$ cat src/regbank_pkg.sv
package regbank_pkg;
    // Frame layout
    localparam int FRAME_W = 16;
    localparam int ADDR_W = 7;
    localparam int DATA_W = 8;
    localparam int RW_BIT = 7;
    localparam int DATA_LSB = 8;
    localparam int NREG = 26;
    localparam int IDX_W = 5;

    // Register addresses, 7-bit word addresses
    localparam logic [6:0] A_MODE_SUPPLY = 7'h01;
    localparam logic [6:0] A_BUS_ONE = 7'h03;
    localparam logic [6:0] A_BUS_TWO = 7'h04;
    localparam logic [6:0] A_WAKE_ONE = 7'h05;
    localparam logic [6:0] A_WAKE_TWO = 7'h06;
    localparam logic [6:0] A_WAKE_PULL = 7'h08;
    localparam logic [6:0] A_WAKE_FILT = 7'h09;
    localparam logic [6:0] A_CYC_TIMER = 7'h0c;
    localparam logic [6:0] A_SW_SHDN = 7'h10;
    localparam logic [6:0] A_HS_ONE = 7'h14;
    localparam logic [6:0] A_HS_TWO = 7'h15;
    localparam logic [6:0] A_GPIN = 7'h17;
    localparam logic [6:0] A_DUTY_ONE = 7'h18;
    localparam logic [6:0] A_DUTY_TWO = 7'h19;
    localparam logic [6:0] A_FREQ = 7'h1c;
    localparam logic [6:0] A_SCRATCH = 7'h1e;
    localparam logic [6:0] A_SUP_TWO = 7'h40;
    localparam logic [6:0] A_SUP_ONE = 7'h41;
    localparam logic [6:0] A_THERM = 7'h42;
    localparam logic [6:0] A_DEV = 7'h43;
    localparam logic [6:0] A_BUSF = 7'h44;
    localparam logic [6:0] A_WAKEF_ONE = 7'h46;
    localparam logic [6:0] A_WAKEF_TWO = 7'h47;
    localparam logic [6:0] A_HS_OVL = 7'h4c;
    localparam logic [6:0] A_HS_OPEN = 7'h4d;
    localparam logic [6:0] A_FAM_PROD = 7'h7e;

    // Index of the first flag register and of the id register
    localparam int FIRST_FLAG = 16;
    localparam int ID_IDX = 25;
    localparam int MODE_IDX = 0;

    // Operating mode field of mode_supply_control
    localparam int MODE_LSB = 6;
    localparam logic [1:0] MODE_NORMAL = 2'h0;
    localparam logic [1:0] MODE_SLEEP = 2'h1;
    localparam logic [1:0] MODE_STOP = 2'h2;
    localparam logic [1:0] MODE_SOFT_RST = 2'h3;
    // Supply enable field forced off on restart
    localparam int VCC2_LSB = 3;

    // Power-on values, restart values and restart keep masks
    localparam logic [7:0] MODE_POR = 8'h00;
    localparam logic [7:0] MODE_RST_VAL = 8'h00;
    localparam logic [7:0] MODE_RST_KEEP = 8'h23;
    localparam logic [7:0] CTRL_POR = 8'h00;
    localparam logic [7:0] CTRL_RST_KEEP = 8'hff;

    // Writable bit masks; reserved bits are outside the mask
    localparam logic [7:0] WMASK_FULL = 8'hff;
    localparam logic [7:0] WMASK_WAKE_ONE = 8'hc4;
    localparam logic [7:0] WMASK_WAKE_TWO = 8'ha7;
    localparam logic [7:0] WMASK_WAKE_PULL = 8'h3f;
    localparam logic [7:0] WMASK_WAKE_FILT = 8'h3f;
    localparam logic [7:0] WMASK_TIMER = 8'h77;
    localparam logic [7:0] WMASK_SW_SHDN = 8'h30;
    localparam logic [7:0] WMASK_HS = 8'h77;
    localparam logic [7:0] WMASK_FREQ = 8'h05;
    localparam logic [7:0] WMASK_BUS_ONE = 8'h00;
    localparam logic [7:0] WMASK_BUS_TWO = 8'h00;
    // Hardware-modifiable bits of mode_supply_control
    localparam logic [7:0] HMASK_MODE = 8'hfc;
endpackage

$ cat src/frame_decode.sv
`timescale 1ns/1ps
module frame_decode (
    // Received frame
    input wire logic [15:0] frame,
    // Decoded fields
    output logic is_write,
    output logic [6:0] addr,
    output logic [7:0] data
);
    // frame field split
    // Address and mode in the low byte, data byte in the high byte
    always_comb begin
        is_write = frame[regbank_pkg::RW_BIT];
        addr = frame[regbank_pkg::ADDR_W-1:0];
        data = frame[regbank_pkg::DATA_LSB +: regbank_pkg::DATA_W];
    end
endmodule

$ cat src/reg_bank.sv
`timescale 1ns/1ps
module reg_bank #(
    parameter logic [7:0] ID_VALUE = 8'h5a // Arbitrary identity value
) (
    // Clock and reset
    input wire logic clk,
    input wire logic reset,
    // Frame strobe and received frame
    input wire logic frame_valid,
    input wire logic [15:0] frame_in,
    // System events
    input wire logic restart,
    input wire logic [7:0] hw_mode_val,
    input wire logic hw_mode_we,
    input wire logic [7:0] flag_set [9],
    // Answer to the host
    output logic [15:0] frame_out,
    output logic frame_out_valid,
    // Control outputs
    output logic [1:0] op_mode,
    output logic soft_reset_req,
    output logic [7:0] ctrl_regs [16]
);
    typedef struct packed {
        logic [25:0][7:0] regs;
        logic [15:0] resp;
        logic resp_v;
        logic srst;
    } state_t;

    state_t st_ff, nxt_st;
    logic is_write;
    logic [6:0] addr;
    logic [7:0] wdata;

    frame_decode u_dec (
        .frame(frame_in),
        .is_write(is_write),
        .addr(addr),
        .data(wdata)
    );

    // Address to register index; out-of-map gives hit low
    function automatic logic [5:0] lookup(input logic [6:0] a);
        case (a)
            regbank_pkg::A_MODE_SUPPLY: lookup = {1'b1, 5'd0};
            regbank_pkg::A_BUS_ONE: lookup = {1'b1, 5'd1};
            regbank_pkg::A_BUS_TWO: lookup = {1'b1, 5'd2};
            regbank_pkg::A_WAKE_ONE: lookup = {1'b1, 5'd3};
            regbank_pkg::A_WAKE_TWO: lookup = {1'b1, 5'd4};
            regbank_pkg::A_WAKE_PULL: lookup = {1'b1, 5'd5};
            regbank_pkg::A_WAKE_FILT: lookup = {1'b1, 5'd6};
            regbank_pkg::A_CYC_TIMER: lookup = {1'b1, 5'd7};
            regbank_pkg::A_SW_SHDN: lookup = {1'b1, 5'd8};
            regbank_pkg::A_HS_ONE: lookup = {1'b1, 5'd9};
            regbank_pkg::A_HS_TWO: lookup = {1'b1, 5'd10};
            regbank_pkg::A_GPIN: lookup = {1'b1, 5'd11};
            regbank_pkg::A_DUTY_ONE: lookup = {1'b1, 5'd12};
            regbank_pkg::A_DUTY_TWO: lookup = {1'b1, 5'd13};
            regbank_pkg::A_FREQ: lookup = {1'b1, 5'd14};
            regbank_pkg::A_SCRATCH: lookup = {1'b1, 5'd15};
            regbank_pkg::A_SUP_TWO: lookup = {1'b1, 5'd16};
            regbank_pkg::A_SUP_ONE: lookup = {1'b1, 5'd17};
            regbank_pkg::A_THERM: lookup = {1'b1, 5'd18};
            regbank_pkg::A_DEV: lookup = {1'b1, 5'd19};
            regbank_pkg::A_BUSF: lookup = {1'b1, 5'd20};
            regbank_pkg::A_WAKEF_ONE: lookup = {1'b1, 5'd21};
            regbank_pkg::A_WAKEF_TWO: lookup = {1'b1, 5'd22};
            regbank_pkg::A_HS_OVL: lookup = {1'b1, 5'd23};
            regbank_pkg::A_HS_OPEN: lookup = {1'b1, 5'd24};
            regbank_pkg::A_FAM_PROD: lookup = {1'b1, 5'd25};
            default: lookup = 6'h00;
        endcase
    endfunction

    // Host-writable bits per control register
    function automatic logic [7:0] wmask(input logic [4:0] i);
        case (i)
            5'd1: wmask = regbank_pkg::WMASK_BUS_ONE;
            5'd2: wmask = regbank_pkg::WMASK_BUS_TWO;
            5'd3: wmask = regbank_pkg::WMASK_WAKE_ONE;
            5'd4: wmask = regbank_pkg::WMASK_WAKE_TWO;
            5'd5: wmask = regbank_pkg::WMASK_WAKE_PULL;
            5'd6: wmask = regbank_pkg::WMASK_WAKE_FILT;
            5'd7: wmask = regbank_pkg::WMASK_TIMER;
            5'd8: wmask = regbank_pkg::WMASK_SW_SHDN;
            5'd9: wmask = regbank_pkg::WMASK_HS;
            5'd10: wmask = regbank_pkg::WMASK_HS;
            5'd14: wmask = regbank_pkg::WMASK_FREQ;
            default: wmask = regbank_pkg::WMASK_FULL;
        endcase
    endfunction

    // Next-state logic for the whole bank
    always_comb begin
        logic [5:0] hit;
        logic [4:0] idx;
        logic [7:0] cur;
        logic [7:0] m;
        nxt_st = st_ff;
        hit = lookup(addr);
        idx = hit[4:0];
        cur = st_ff.regs[idx];
        m = wmask(idx);
        nxt_st.resp_v = 1'b0;
        nxt_st.srst = 1'b0;
        if (hw_mode_we) begin
            nxt_st.regs[regbank_pkg::MODE_IDX] =
                (st_ff.regs[regbank_pkg::MODE_IDX] & ~regbank_pkg::HMASK_MODE)
                | (hw_mode_val & regbank_pkg::HMASK_MODE);
        end
        if (frame_valid) begin
            nxt_st.resp = {hit[5] ? cur : 8'h00, frame_in[7:0]};
            nxt_st.resp_v = 1'b1;
            if (hit[5] && idx < 5'(regbank_pkg::FIRST_FLAG) && is_write) begin
                nxt_st.regs[idx] = (cur & ~m) | (wdata & m);
                if (idx == 5'(regbank_pkg::MODE_IDX) &&
                    wdata[regbank_pkg::MODE_LSB +: 2] ==
                    regbank_pkg::MODE_SOFT_RST) begin
                    nxt_st.srst = 1'b1;
                end
            end
            if (hit[5] && idx >= 5'(regbank_pkg::FIRST_FLAG) &&
                idx != 5'(regbank_pkg::ID_IDX)) begin
                nxt_st.regs[idx] = 8'h00;
            end
        end
        // Flags set by hardware win over a clearing read
        for (int k = 0; k < 9; k++) begin
            nxt_st.regs[regbank_pkg::FIRST_FLAG + k] =
                nxt_st.regs[regbank_pkg::FIRST_FLAG + k] | flag_set[k];
        end
        if (restart) begin
            nxt_st.regs[regbank_pkg::MODE_IDX] =
                (st_ff.regs[regbank_pkg::MODE_IDX]
                 & regbank_pkg::MODE_RST_KEEP)
                | (regbank_pkg::MODE_RST_VAL & ~regbank_pkg::MODE_RST_KEEP);
        end
        nxt_st.regs[regbank_pkg::ID_IDX] = ID_VALUE;
    end

    // reset and soft reset load defaults
    always_ff @(posedge clk) begin
        if (reset || st_ff.srst) begin
            for (int k = 0; k < regbank_pkg::NREG; k++) begin
                st_ff.regs[k] <= regbank_pkg::CTRL_POR;
            end
            st_ff.regs[regbank_pkg::ID_IDX] <= ID_VALUE;
            st_ff.resp <= 16'h0000;
            st_ff.resp_v <= 1'b0;
            st_ff.srst <= 1'b0;
        end else begin
            st_ff <= nxt_st;
        end
    end

    // Outputs straight from the state register
    always_comb begin
        frame_out = st_ff.resp;
        frame_out_valid = st_ff.resp_v;
        op_mode = st_ff.regs[regbank_pkg::MODE_IDX][regbank_pkg::MODE_LSB +: 2];
        soft_reset_req = st_ff.srst;
        for (int k = 0; k < 16; k++) begin
            ctrl_regs[k] = st_ff.regs[k];
        end
    end
endmodule

$ cat config.mk
export PLATFORM = sky130hd
export DESIGN_NAME = reg_bank
export DESIGN_NICKNAME = d
export VERILOG_FILES = /design/src/regbank_pkg.sv /design/src/frame_decode.sv /design/src/reg_bank.sv
export SDC_FILE = /design/constraint.sdc
export NUM_CORES = 1
export LEC_CHECK = 0
export ABC_AREA = 0
export ABC_CLOCK_PERIOD_IN_PS = 10050
export BUFFER_PORTS_ARGS = -buffer_cell sky130_fd_sc_hd__buf_2
export CAP_MARGIN = 10
export CORE_ASPECT_RATIO = 2
export CORE_UTILIZATION = 50
export CTS_CLUSTER_DIAMETER = 120
export CTS_CLUSTER_SIZE = 25
export DETAILED_ROUTE_END_ITERATION = 8
export PLACE_DENSITY = 0.81
export SYNTH_ARGS = -nofsm -noshare
export SYNTH_HDL_FRONTEND = slang
export SYNTH_HIERARCHICAL = 1
export SYNTH_SLANG_ARGS = --single-unit
$ cat constraint.sdc
create_clock -name clk -period 10.05 [get_ports clk]
set_input_delay 0.5025 -clock clk [delete_from_list [all_inputs] [get_ports clk]]
set_output_delay 0.5025 -clock clk [all_outputs]
set_load 0.01 [all_outputs]
==> results list <==
- STA puts the critical path data required time at ~10 ns.
* Number of gates resized after cts: 0
- Worst min path class: in -> reg
- CP Cell Sequence: buf_2 -> inv_1 -> ha_1 -> mux2_2 -> a2111oi_2 -> nor4_4 -> buf_4 -> inv_4 -> ha_1 -> o2111ai_1 -> a21oi_1 -> or3_1 -> nor2_1 -> a31oi_2 -> a211oi_1
- The most critical setup path has its endpoint at ctrl_regs[126]$_SDFF_PP0_.
- Ranked by total cell area, the synthesized netlist is headed by sky130_fd_sc_hd__dfxtp_1, sky130_fd_sc_hd__buf_4, sky130_fd_sc_hd__mux2i_1.
- Primary flip-flop cell chosen by synthesis mapping: sky130_fd_sc_hd__dfxtp_1
- Critical path arrival: approximately 5.7 ns
- Count of cell instances traversed by the critical path: 15
* Per-cell routed wire length: about 23 microns
* Share of the synthesized area in the top cell type: 0.3686
- Fraction of the cycle the final worst path needs: 0.5301
- Summed over all nets, wire length on met2 after detailed routing comes to 20.23 mm.
- For this block, wires on met1 add up to roughly 13 mm.
* Clock latency reported for the late side of the worst-skew pair: between 0.4 and 0.5 ns
* Cell chosen for the clock root: sky130_fd_sc_hd__clkbuf_16
* Antenna violations before repair: 4
- Counting along the longest clock path gives a buffer depth of 3.
* Number of vias per cell: 6.298
- Cell family with most CP delay: compound AO/OA/AOI/OAI gates
- Counting flops and latches in the post-synthesis netlist gives around 220.
- Clock skew after layout: approximately 0.020 ns
- Remaining routing DRC violations: 0
- The largest total area in the synthesized netlist belongs to sky130_fd_sc_hd__dfxtp_1.
- Buffers placed on the I/O ports in this run total roughly 250.
- Wire length reported by the detailed router: ~40 mm
- Power per cell area: around 140 nW/um^2
- By instance count, the leading cell after synthesis is sky130_fd_sc_hd__dfxtp_1.
- The detailed router placed about 11,000 vias in this run.
- Clock tree synthesis inserted a total of 12 buffers.
- Pleak: between 5 and 6 nW
- Of all flip-flops after synthesis, the portion carrying an async set or reset was 0.
- Startpoint types: input pin
- Entering global routing, the biggest net connects between 90 and 100 pins.
- The run finished with clean final reports.
- Setup repair after global routing missed its margin: no
* Number of hold-slack violations in the final timing report: 0
* Worst Max-Slew Pin Slew: around 0.97 ns
* Depth of the CTS H-tree: 1
- Time the final worst path needs with I/O delays and setup: ~5.3 ns
* Detailed route wirelength on metal3: roughly 3 mm
* Register-to-Register Path Depth: 5
- The count of nets left with antenna violations once routing finished came out at 0.
* GRT Residual Overflow: 0
* Largest vdd supply drop: roughly 0.00016 V
- Slowest cell on the critical path: sky130_fd_sc_hd__a31oi_2
- In this run the register-to-register setup slack is about 7.5 ns.
* Ports placed on the boundary: about 250
- Detailed placement ended at an HPWL of 29.44 mm.
* CTS tree: yes
- On the worst path, the slowest cell contributes a delay of around 0.75 ns.
- Endpoint type of the worst setup path: flip-flop
* Wire length of the first global-routing pass: 58.80 mm
- Summed over all failing endpoints, the final setup total negative slack is 0 ns.
- Core region area: about 23,000 sq um
- Sorting the synthesized cells by how often they occur yields sky130_fd_sc_hd__dfxtp_1, sky130_fd_sc_hd__buf_4, sky130_fd_sc_hd__a21oi_1, sky130_fd_sc_hd__nor2_1, sky130_fd_sc_hd__nand2_1.
- In this run the top signal layer used is met5.
- Summing every instance area after synthesis gives ~12,000 sq um.
- Average instance area after synthesis: ~8.4 sq um
- The first TritonRoute pass finished after 6 iterations.
- Number of synthesized flops with an enable pin: 0
* Number of global-route vias before repair: 10,364
- Of the synthesized area, sequential elements account for 0.3686.
- Diodes inserted: 0
- Max-slew violations: 0
* Critical register-to-register path endpoint: ctrl_regs[1]$_SDFFE_PP0P_
- Across all hold checks on the routed design, the worst slack comes to 0.2179 ns.
* Worst setup path startpoint: frame_in[0]
* Post-CTS setup buffers: 0
- Count of maximum capacitance violations: 0
- First-iteration detailed-routing DRC count: between 800 and 900
- From left edge to right edge, the die measures around 110 microns.
- The critical path contains buffers and inverters numbering 4 combined.
* Die Ht: 219.6 microns
- Top cell by count, worst path: sky130_fd_sc_hd__ha_1
- WHS Path Cells: 3
- Yosys printed 6 warnings.
- Maximum fanout along the worst path: between 40 and 50
* Number of clock sinks: around 220
* Max-slew headroom at the worst pin: 0.3546
* Starting utilization of the core area: 0.5098
- Setup Viol. Count Final: 0
* Ratio of cells with drive above 1 in the final layout: 0.2304
- Number of nets in the layout: approximately 1,500
* Weighted congestion at the end of routability-driven global placement: around 0.96
- Relative to the synthesized area, the layout overhead comes to 3.117%.
* Cell Rows: between 70 and 80
- Static timing analysis puts the maximum clock frequency at approximately 0.19 GHz.
* Reg clk slew, reported paths: about 0.1 ns
- Synthesized netlist net count: roughly 1,500
- Count of distinct cell types in the synthesized netlist: 75
- Total GRT Usage: 0.3138
- Worst flop-to-flop path startpoint: soft_reset_req$_SDFF_PP0_
* Cts hold-fix bufs: 0
* Area enclosed by the die boundary: 24,340 sq um
* Crit Path Class: in -> reg
- Synthesis produced a netlist whose cell count is 1,406.
-- area by class of cell --
type                            instances  area (sq um)
Fill cell                            2222         11020
Multi-Input combinational cell        919          5756
Sequential cell                       218          4364
Timing Repair Buffer                  260          1336
Tap cell                              283         354.1
Clock buffer                           13         325.3
Inverter                               17         66.31
Clock inverter                          1         8.758
-- flip-flops by register name (all words and copies together), names as in the netlist --
register / flops
frame_out_valid: 1
frame_out: 16
soft_reset_req: 1
st_ff: 72
ctrl_regs: 128
-- per-layer routing --
| layer | global-route usage | vias to the layer above |
|---|---|---|
| met5 | 0 | - |
| met4 | 0.2618 | 6 |
| met3 | 0.05941 | 204 |
| met2 | 0.5766 | 615 |
| met1 | 0.3006 | 5044 |
| li1 | - | 4907 |
-- worst register-to-register path: stages (launching register included) --
cell and delay, ns:
sky130_fd_sc_hd__dfxtp_1 0.43, sky130_fd_sc_hd__or2_4 0.75, sky130_fd_sc_hd__buf_4 0.81, sky130_fd_sc_hd__nor2_1 0.23
sky130_fd_sc_hd__a21oi_1 0.17, sky130_fd_sc_hd__o21ai_0 0.09
-- cells in the final DEF, fill, tap and decap left out, types with 5 or more instances in the layout --
| cell | instances |
|---|---|
| sky130_fd_sc_hd__nor2_1 | 131 |
| sky130_fd_sc_hd__nor3_1 | 27 |
| sky130_fd_sc_hd__a211oi_2 | 8 |
| sky130_fd_sc_hd__ha_1 | 11 |
| sky130_fd_sc_hd__nor2b_1 | 5 |
| sky130_fd_sc_hd__clkbuf_16 | 13 |
| sky130_fd_sc_hd__nand2_1 | 114 |
| sky130_fd_sc_hd__a221oi_1 | 10 |
| sky130_fd_sc_hd__inv_1 | 15 |
| sky130_fd_sc_hd__buf_4 | 14 |
| sky130_fd_sc_hd__a22oi_1 | 21 |
| sky130_fd_sc_hd__o21a_1 | 5 |
| sky130_fd_sc_hd__nand3_1 | 70 |
| sky130_fd_sc_hd__o21ai_1 | 8 |
| sky130_fd_sc_hd__a221o_1 | 5 |
| sky130_fd_sc_hd__a31oi_1 | 27 |
| sky130_fd_sc_hd__o211ai_1 | 5 |
| sky130_fd_sc_hd__o31ai_1 | 15 |
| sky130_fd_sc_hd__a211oi_1 | 20 |
| sky130_fd_sc_hd__nand4_1 | 5 |
| sky130_fd_sc_hd__buf_2 | 246 |
| sky130_fd_sc_hd__o21ai_0 | 65 |
| sky130_fd_sc_hd__mux2_2 | 7 |
| sky130_fd_sc_hd__nand2b_1 | 8 |
| sky130_fd_sc_hd__mux2i_1 | 95 |
| sky130_fd_sc_hd__a21oi_1 | 132 |
| sky130_fd_sc_hd__dfxtp_1 | 218 |
| sky130_fd_sc_hd__and3_1 | 23 |
| sky130_fd_sc_hd__and2_1 | 5 |
-- how the worst min path moves through the flow --
stage                                     startpoint                          to  slack (ns)
after floorplan           frame_out[12]$_SDFFE_PP0P_  frame_out[12]$_SDFFE_PP0P_        0.43
after global placement    frame_out[10]$_SDFFE_PP0P_  frame_out[10]$_SDFFE_PP0P_        0.43
after detailed placement  frame_out[12]$_SDFFE_PP0P_  frame_out[12]$_SDFFE_PP0P_        0.44
after CTS                               flag_set[33]       st_ff[179]$_SDFF_PP0_        0.22
after global routing                    flag_set[33]       st_ff[179]$_SDFF_PP0_        0.21
final                                   flag_set[33]       st_ff[179]$_SDFF_PP0_        0.22
-- power breakdown --
| part | switching, mW | leakage [nW] | internal, mW |
|---|---|---|---|
| Sequential | 0.0153 | 1.78 | 0.889 |
| Combinational | 0.196 | 3.37 | 0.0937 |
| Clock | 0.292 | 0.165 | 0.235 |
-- stage by stage --
stage / utilization / instance area (sq um) / cells / worst slack (ns) / power (mW)
2_1_floorplan: - / 11840 / 1406 / 5.865 / 1.124
3_3_place_gp: 0.5113 / 11880 / 1697 / 4.438 / 1.199
3_5_place_dp: 0.5113 / 11880 / 1697 / 4.341 / 1.206
4_1_cts: 0.5257 / 12210 / 1711 / 4.825 / 1.716
5_1_grt: 0.5257 / 12210 / 1711 / 4.353 / 1.770
6_report: 0.5257 / 12210 / 1711 / 4.722 / 1.721
-- cell families (layout without fill, tap and decap cells) --
| family | Yosys count | after routing | share of synthesized area |
|---|---|---|---|
| mux | 103 | 103 | 0.08886 |
| xor+xnor | 3 | 3 | 0.002219 |
| simple gates | 424 | 424 | 0.1720 |
| buf+inv | 269 | 291 | 0.1474 |
| compound gates | 378 | 378 | 0.2093 |
| flops | 218 | 218 | 0.3686 |
| fa+ha+maj | 11 | 11 | 0.01162 |
Note: power is estimated with default switching activity, not from simulation.
